### config.mk
export PLATFORM = sky130hd
export DESIGN_NAME = sac_host
export DESIGN_NICKNAME = d
export VERILOG_FILES = /design/src/verilog/sac_pkg.sv /design/src/verilog/sac_host.sv
export SDC_FILE = /design/constraint.sdc
export NUM_CORES = 1
export LEC_CHECK = 0
export ABC_AREA = 1
export BUFFER_PORTS_ARGS = -buffer_cell sky130_fd_sc_hd__clkbuf_2
export CORE_MARGIN = 4
export CORE_UTILIZATION = 35
export DETAILED_ROUTE_END_ITERATION = 7
export SYNTH_ARGS = -nofsm -noshare
export SYNTH_HDL_FRONTEND = slang
export SYNTH_SLANG_ARGS = --single-unit
### constraint.sdc
create_clock -name CLK_I -period 1.7 [get_ports CLK_I]
set_input_delay 0.255 -clock CLK_I [delete_from_list [all_inputs] [get_ports CLK_I]]
set_output_delay 0.255 -clock CLK_I [all_outputs]
set_load 0.01 [all_outputs]
### src/verilog/sac_pkg.sv
package sac_pkg;
    // clock rate and period
    localparam int CLK_MHZ       = 20;
    localparam int CLK_PERIOD_NS = 1000 / CLK_MHZ;

    // times in ns
    localparam int T_ACQ_NS      = 150;
    localparam int T_CONV_LO_NS  = 20;
    localparam int T_CONV_HI_NS  = 20;
    localparam int T_HOLD1_NS    = 40;
    localparam int T_RD_LO_NS    = 50;
    localparam int T_RD_HI_NS    = 20;
    localparam int T_SEL_HI_NS   = 20;
    localparam int T_EN_NS       = 30;
    localparam int T_BYTE_NS     = 30;
    localparam int T_HOLD2_NS    = 50;
    localparam int T_BUSY_MAX_NS = 610;
    localparam int T_PD1_NS      = 50;

    // cycle counts; minimums round up
    localparam int C_ACQ     = (T_ACQ_NS + CLK_PERIOD_NS - 1) / CLK_PERIOD_NS;
    localparam int C_CONV_LO = (T_CONV_LO_NS + CLK_PERIOD_NS - 1) / CLK_PERIOD_NS;
    localparam int C_CONV_HI = (T_CONV_HI_NS + CLK_PERIOD_NS - 1) / CLK_PERIOD_NS;
    localparam int C_HOLD1   = (T_HOLD1_NS + CLK_PERIOD_NS - 1) / CLK_PERIOD_NS;
    localparam int C_RD_LO   = (T_RD_LO_NS + T_EN_NS + CLK_PERIOD_NS - 1) / CLK_PERIOD_NS;
    localparam int C_RD_HI   = (T_RD_HI_NS + T_BYTE_NS + CLK_PERIOD_NS - 1) / CLK_PERIOD_NS;
    localparam int C_SEL_HI  = (T_SEL_HI_NS + CLK_PERIOD_NS - 1) / CLK_PERIOD_NS;
    localparam int C_HOLD2   = (T_HOLD2_NS + CLK_PERIOD_NS - 1) / CLK_PERIOD_NS;
    localparam int C_BUSY_TO = (T_BUSY_MAX_NS + T_PD1_NS + CLK_PERIOD_NS - 1) / CLK_PERIOD_NS;

    localparam int CNT_W = 6;
    localparam logic [15:0] SAMPLE_RESET = 16'h0000;

    typedef enum logic [3:0] {
        S_IDLE, S_SEL, S_ACQ, S_CONV_LO, S_CONV_HI, S_WAIT_BUSY,
        S_RD_HI_LO, S_RD_HI_GAP, S_RD_LO_LO, S_DESEL, S_HOLD
    } sac_state_t;
endpackage

### src/verilog/sac_host.sv
`timescale 1ns/100ps
// Overview of operation
// - host keeps at least 150 ns acquisition between conversions.
// - host holds trigger low at least 20 ns.
// - host holds trigger high at least 20 ns between pulses.
// - host lowers select no later than trigger falls.
// - read strobe, select and byte select steady 40 ns after trigger falls.
// - each read strobe low pulse lasts at least 50 ns.
// - read strobe high at least 20 ns between pulses.
// - select high time at least 20 ns.
// - read strobe rises no later than select rises.
// - byte select changes no later than read strobe falls.
// - host waits 50 ns after last strobe before next trigger.
module sac_host
    import sac_pkg::*;
(
    // clock and reset
    input  wire logic        CLK_I,
    input  wire logic        RST_I,
    // user side
    input  wire logic        START_I,
    output logic             READY_O,
    output logic [15:0]      SAMPLE_O,
    output logic             SAMPLE_VALID_O,
    output logic             TIMEOUT_O,
    // converter pins
    output logic             CONV_TRIGGER_N_O,
    output logic             SELECT_N_O,
    output logic             READ_N_O,
    output logic             BYTE_SEL_O,
    input  wire logic        BUSY_I,
    input  wire logic [7:0]  DATA_HI_I
);
    sac_state_t             state_reg, state_next;
    logic [CNT_W-1:0]       cnt_reg, cnt_next;
    logic [7:0]             msb_reg, msb_next;
    logic [15:0]            sample_reg, sample_next;
    logic                   valid_reg, valid_next;
    logic                   tout_reg, tout_next;
    logic                   conv_n_reg, conv_n_next;
    logic                   sel_n_reg, sel_n_next;
    logic                   rd_n_reg, rd_n_next;
    logic                   byte_reg, byte_next;

    wire cnt_done = (cnt_reg == '0);
    wire [CNT_W-1:0] cnt_dec = cnt_reg - 6'h01;

    assign READY_O          = (state_reg == S_IDLE);
    assign SAMPLE_O         = sample_reg;
    assign SAMPLE_VALID_O   = valid_reg;
    assign TIMEOUT_O        = tout_reg;
    assign CONV_TRIGGER_N_O = conv_n_reg;
    assign SELECT_N_O       = sel_n_reg;
    assign READ_N_O         = rd_n_reg;
    assign BYTE_SEL_O       = byte_reg;

    always_comb begin
        state_next  = state_reg;
        cnt_next    = cnt_done ? cnt_reg : cnt_dec;
        msb_next    = msb_reg;
        sample_next = sample_reg;
        valid_next  = 1'b0;
        tout_next   = 1'b0;
        conv_n_next = conv_n_reg;
        sel_n_next  = sel_n_reg;
        rd_n_next   = rd_n_reg;
        byte_next   = byte_reg;
        unique case (state_reg)
            S_IDLE: begin
                if (START_I) begin
                    sel_n_next = 1'b0;
                    byte_next  = 1'b0;
                    cnt_next   = CNT_W'(C_ACQ - 1);
                    state_next = S_ACQ;
                end
            end
            S_SEL: state_next = S_ACQ;
            S_ACQ: begin
                if (cnt_done) begin
                    conv_n_next = 1'b0;
                    cnt_next    = CNT_W'(C_CONV_LO - 1);
                    state_next  = S_CONV_LO;
                end
            end
            S_CONV_LO: begin
                if (cnt_done) begin
                    conv_n_next = 1'b1;
                    cnt_next    = CNT_W'(C_BUSY_TO - 1);
                    state_next  = S_CONV_HI;
                end
            end
            S_CONV_HI: begin
                // pins steady after trigger, busy may not rise yet
                if (cnt_reg <= CNT_W'(C_BUSY_TO - C_HOLD1 - 1)) state_next = S_WAIT_BUSY;
            end
            S_WAIT_BUSY: begin
                if (!BUSY_I) begin
                    rd_n_next  = 1'b0;
                    cnt_next   = CNT_W'(C_RD_LO - 1);
                    state_next = S_RD_HI_LO;
                end else if (cnt_done) begin
                    // converter hung: give up and release the bus
                    tout_next  = 1'b1;
                    sel_n_next = 1'b1;
                    cnt_next   = CNT_W'(C_HOLD2 - 1);
                    state_next = S_HOLD;
                end
            end
            S_RD_HI_LO: begin
                if (cnt_done) begin
                    msb_next   = DATA_HI_I;
                    rd_n_next  = 1'b1;
                    byte_next  = 1'b1;
                    cnt_next   = CNT_W'(C_RD_HI - 1);
                    state_next = S_RD_HI_GAP;
                end
            end
            S_RD_HI_GAP: begin
                // strobe high gap, covers byte settle
                if (cnt_done) begin
                    rd_n_next  = 1'b0;
                    cnt_next   = CNT_W'(C_RD_LO - 1);
                    state_next = S_RD_LO_LO;
                end
            end
            S_RD_LO_LO: begin
                if (cnt_done) begin
                    // low byte folded onto upper lines
                    sample_next = {msb_reg, DATA_HI_I};
                    valid_next  = 1'b1;
                    rd_n_next   = 1'b1;
                    state_next  = S_DESEL;
                end
            end
            S_DESEL: begin
                sel_n_next = 1'b1;
                byte_next  = 1'b0;
                cnt_next   = CNT_W'(C_HOLD2 - 1);
                state_next = S_HOLD;
            end
            S_HOLD: begin
                if (cnt_done) state_next = S_IDLE;
            end
            default: state_next = S_IDLE;
        endcase
    end

    always_ff @(posedge CLK_I) begin
        if (RST_I) begin
            state_reg  <= S_IDLE;
            cnt_reg    <= '0;
            msb_reg    <= 8'h00;
            sample_reg <= SAMPLE_RESET;
            valid_reg  <= 1'b0;
            tout_reg   <= 1'b0;
            conv_n_reg <= 1'b1;
            sel_n_reg  <= 1'b1;
            rd_n_reg   <= 1'b1;
            byte_reg   <= 1'b0;
        end else begin
            state_reg  <= state_next;
            cnt_reg    <= cnt_next;
            msb_reg    <= msb_next;
            sample_reg <= sample_next;
            valid_reg  <= valid_next;
            tout_reg   <= tout_next;
            conv_n_reg <= conv_n_next;
            sel_n_reg  <= sel_n_next;
            rd_n_reg   <= rd_n_next;
            byte_reg   <= byte_next;
        end
    end

    // helper: cycles since trigger fell, saturating at 255
    logic [7:0] since_conv;
    always_ff @(posedge CLK_I) begin
        if (RST_I) since_conv <= 8'hff;
        else if (conv_n_reg && !conv_n_next) since_conv <= 8'h00;
        else if (since_conv != 8'hff) since_conv <= since_conv + 8'h01;
    end
endmodule

==> impl_metrics.tcl, run 1 <==
set metrics [dict create \
    ant_nets 0 \
    route.detailed.drc 0 \
    hold_viol_final 0 \
    ys_ff_latch 40 \
    cts_tree "yes" \
    synth_xor_area_frac 0.0141 \
    cellLeakagePower_nw 1.14 \
    grt_overflow 0 \
    dp.cells 361 \
    ys_warn_count 0 \
    grt_pass1_vias 1565 \
    worstPathArrival_ps 1770 \
    place_hpwl_mm 3.05 \
    grt_max_degree 26 \
    critPathKind "reg2reg" \
    final_max_slew_viol_count 0 \
    total_power_mw 3.52 \
    die_w_microns 81.0 \
    gp_congestion 0.825 \
    grt_pass1_wl_mm 7.29 \
    syn_nets 276 \
    viasPerCell 4.65 \
    syn_area_sq_um 1860 \
    dpl-instance-area_sq_um 2110 \
    p_per_area_nw_per_um2 1580 \
    antenna_cells 0 \
    drt_pass1_iterations 4 \
    ioPinCount 35 \
    finalSetupViolCount 0 \
    post_drt_wl_per_cell_microns 11.5 \
    ys_types 26 \
    cts_buffers 5 \
    syn_area_per_cell_sq_um 7.17 \
    drive_gt1_frac 0.225 \
    critPathLaunchType "flip-flop" \
    tightest_slew_ps 318 \
    finalSetupTns_ps 0 \
    fin_area_sq_um 2230 \
    synthAdderAreaFrac 0.0269 \
    maxSlewHeadroom 0.787 \
    min_period_over_period 0.906 \
    clock_sinks 40 \
    clock_skew_ps 7.27 \
    rsz0062_at_grt "no" \
    cts_root_buf "clkbuf_8" \
    grt_antenna_before_repair 0 \
    core_sq_um 5140 \
    hp-class "in2reg" \
    die_h_microns 81.0 \
    vias 1728 \
    hold_buffers 0 \
    synth_area_leader_cell "dfxtp_1" \
    rows 26 \
    path_clk_slew_ps 80 \
    cap_violations 0 \
    htree_levels 2 \
    yosys.area_share.simple 0.340 \
    grt_usage 0.142 \
    synth_top_family_by_area "simple AND/OR/NAND/NOR gates" \
    clockBufferDepth 2 \
    netlist.area_leader.share 0.430 \
    dr.first_iter.drc_count 109 \
    cp_max_fo 16 \
    fin_crit_ps 1540 \
    fillers 581 \
    ys_seq_area_frac 0.430 \
    irDropWorstVdd_mv 0.720 \
    nets 317 \
    crit_path_end_kind "flip-flop" \
    die_area_sq_um 6550 \
    syn_to_final_growth_pct 19.7 \
    yosys-top-cells-area "dfxtp_1 43%, nor2_1 14%, o21ai_0 8.6%, nand2_1 7.9%, nand3_1 4.3%" \
    clock_latency_ps 290 \
    synth_compound_area_frac 0.128 \
    largest_register_ffs 16 \
    fmax_mhz 649 \
    io_buffers 34 \
    cp.required_ps 1930 \
    status "completed" \
    stdcell_count 372 \
    initial_core_util 0.362 \
    syn_inst 260 \
    routed_wirelength_mm 4.27 \
    fin_hold_ws_ps 208 \
    reg2reg_slack_ps 160 \
    synthMuxAreaShare 0 \
]
what timing repair did:
item,in CTS,in global routing
setup endpoints to repair,0,4
setup buffers,0,3
resized for setup,0,1
path summary, 6_finish.rpt:
path                     start          end  depth (start not counted)
setup / recovery    cnt_reg[0]   cnt_reg[0]                          7
hold / removal    DATA_HI_I[0]  SAMPLE_O[0]                          3
setup reg to reg    cnt_reg[0]   cnt_reg[0]                          7
hold reg to reg     SELECT_N_O   SELECT_N_O                          2
critical path, stage by stage (launching register included):
cell	delay [ps]
dfxtp_1	330
inv_1	100
ha_1	210
nand3_4	230
ha_1	260
o21ai_0	150
a21oi_1	50
a21oi_1	120
report_power, final:
part           switching, mW  internal (mW)
Combinational           1.00          0.560
Sequential             0.143           1.13
Clock                  0.357          0.329
Total                   1.50           2.02
routing by layer:
layer / track usage / up-vias / routed length [microns]
li1: - / 920 / -
met1: 0.189 / 767 / 2180
met2: 0.222 / 36 / 1820
met3: 0.0322 / 5 / 210
met4: 0.0557 / 0 / 55
met5: 0 / - / 0
per-stage QoR:
step,setup WS (ps),util
after floorplan,204,-
final,160,0.434
after detailed placement,160,0.410
after global placement,193,0.410
after CTS,125,0.429
after global routing,15.8,0.434
Yosys cell counts:
master and n:
nand2_1 39, a211oi_2 1, a21oi_1 11, nand4_1 3, buf_6 1, nand3_2 1
nor2_2 1, nor3_1 3, buf_2 1, buf_4 1, nand2_2 2, nand2_4 1
inv_1 13, nand3_1 16, ha_1 4, nor2_8 1, nor2_1 68, clkbuf_1 3
nor2_4 3, nand3b_1 1, nand3_4 1, xor2_1 3, o21ai_1 2, dfxtp_1 40
inv_2 8, o21ai_0 32
final cells by class:
| class | count | area [sq um] | share of cell area |
|---|---|---|---|
| Clock buffer | 6 | 82.6 | 0.0370 |
| Tap cell | 70 | 87.6 | 0.0393 |
| Timing Repair Buffer | 40 | 215 | 0.0965 |
| Inverter | 21 | 78.8 | 0.0354 |
| Clock inverter | 2 | 15.0 | 0.00673 |
| Sequential cell | 40 | 802 | 0.360 |
| Multi-Input combinational cell | 193 | 948 | 0.425 |
placed cells by master, fill, tap and decap left out:
cell / netlist / layout
ha_1: 4 / 4
dfxtp_2: 0 / 1
nand2_2: 2 / 2
clkbuf_2: 0 / 34
nand2_1: 39 / 39
o21ai_0: 32 / 32
nand3b_1: 1 / 1
inv_2: 8 / 8
clkinvlp_4: 0 / 2
nand3_4: 1 / 1
nor2_1: 68 / 68
clkbuf_8: 0 / 6
nor2_4: 3 / 3
nor2_8: 1 / 1
nand2_4: 1 / 1
nand3_1: 16 / 16
xor2_1: 3 / 3
nor2_2: 1 / 1
nor3_1: 3 / 3
a21oi_1: 11 / 11
o21ai_1: 2 / 2
dfxtp_1: 40 / 39
inv_1: 13 / 13
nand4_1: 3 / 3
buf_4: 1 / 6
a211oi_2: 1 / 1
nand3_2: 1 / 1
logic make-up (layout without fill, tap and decap cells):
family	count (synthesis)	count (layout)
adders and majority gates	4	4
and+or+nand+nor	140	140
AOI/OAI and AO/OA	46	46
xor gates and xnor gates	3	3
DFF	40	40
buffers and inverters	27	69
No activity file was read; power rests on OpenSTA's default activity.
==> inputs of run 2 (changes only) <==
==> constraint.sdc (replaced) <==
create_clock -name CLK_I -period 1.8 [get_ports CLK_I]
set_input_delay 0.27 -clock CLK_I [delete_from_list [all_inputs] [get_ports CLK_I]]
set_output_delay 0.27 -clock CLK_I [all_outputs]
set_load 0.01 [all_outputs]
==> impl_metrics.tcl, run 2 (same netlist as run 1, synthesis figures left out) <==
set metrics [dict create \
    stdcell_count 368 \
    cp_slowest_cell "dfxtp_1" \
    nets 314 \
    maxSlewHeadroom 0.801 \
    die_w_microns 81.0 \
    clock_skew_ps 4.05 \
    cts_resized 0 \
    rsz0062_at_grt "no" \
    cpPeakStageDelay_ps 390 \
    cellLeakagePower_nw 1.12 \
    hp-class "in2reg" \
    finalSetupTns_ps 0 \
    grt_pass1_vias 1559 \
    drive_gt1_frac 0.208 \
    min_period_over_period 0.863 \
    place_hpwl_mm 3.03 \
    die_area_sq_um 6550 \
    cts_buffers 5 \
    clockBufferDepth 2 \
    final_common_cell "nor2_1" \
    die_h_microns 81.0 \
    multi_input_area_sq_um 948 \
    routed_wirelength_mm 4.11 \
    io_buffers 34 \
    fin_crit_ps 1550 \
    hold_buffers 0 \
    grt_overflow 0 \
    critPathLaunchType "flip-flop" \
    ff_latch_area_sq_um 801 \
    route.detailed.drc 0 \
    final_max_slew_viol_count 0 \
    pre_cts_slack_ps 238 \
    ioPinCount 35 \
    core_sq_um 5140 \
    viasPerCell 4.70 \
    critPathKind "reg2out" \
    initial_core_util 0.362 \
    syn_to_final_growth_pct 17.3 \
    crit_path_end_kind "output port" \
    htree_levels 2 \
    tightest_slew_ps 296 \
    drt_pass1_iterations 4 \
    gp_congestion 0.791 \
    fin_area_sq_um 2190 \
    clock_sinks 40 \
    post_drt_wl_per_cell_microns 11.2 \
    clock_latency_ps 290 \
    rows 26 \
    fin_hold_ws_ps 219 \
    dr.first_iter.drc_count 103 \
    dpl-instance-area_sq_um 2110 \
    irDropWorstVdd_mv 0.475 \
    vias 1729 \
    grt_pass1_wl_mm 7.05 \
    total_power_mw 3.23 \
    hold_viol_final 0 \
    antenna_cells 0 \
    cap_violations 0 \
    worstPathArrival_ps 1280 \
    grt_max_degree 34 \
    cts_root_buf "clkbuf_8" \
    ant_nets 0 \
    utilization 0.425 \
    largest_register_ffs 16 \
    path_buf_inv 2 \
    mostFrequentLayoutCells "68 x nor2_1, 40 x dfxtp_1, 39 x nand2_1" \
    grt_antenna_before_repair 0 \
    p_per_area_nw_per_um2 1480 \
    cts_setup_buffers 0 \
    fillers 573 \
    grt_usage 0.140 \
    fmax_mhz 644 \
    status "completed" \
    cts_tree "yes" \
    setup_slack_ps 246 \
    cp_max_fo 6 \
    cp.required_ps 1530 \
    dp.cells 361 \
    path_cells "nor2_1, nand2_1, inv_2, clkbuf_2" \
    path_clk_slew_ps 70 \
    finalSetupViolCount 0 \
    crit_family "flip-flops" \
]
run 2: worst paths after layout:
kind,from,to,slack [ps],cells after the start
worst max-delay path,state_reg[2],READY_O,250,4
worst min-delay path,DATA_HI_I[6],SAMPLE_O[6],220,3
worst max register to register,cnt_reg[0],cnt_reg[0],250,7
worst min register to register,READ_N_O,READ_N_O,470,2
run 2: area by class of cell:
class / count / area share
multi-input cells: 193 / 0.434
flip-flops and latches: 40 / 0.366
repair buffers: 37 / 0.0882
well taps: 70 / 0.0401
inverters: 21 / 0.0361
clock buffers: 6 / 0.0332
clock inverters: 1 / 0.00229
run 2: worst min-delay path, delay by kind of cell:
family | cells | cell delay [ps]
and+or+nand+nor | 2 | 120
buffers and inverters | 1 | 90
run 2: per-layer routing:
layer  vias to the layer above  GRT usage  wire length [microns]
met2                        41      0.209                   1740
met3                         8     0.0477                    253
li1                        920          -                      -
met5                         -          0                      0
met4                         0     0.0726                    106
met1                       760      0.178                   2010
run 2: where the power goes:
part           internal, mW  total, mW  switching (mW)
Sequential             1.06       1.20           0.135
Combinational         0.525       1.47           0.945
Clock                 0.264      0.564           0.300
Total                  1.85       3.23            1.38
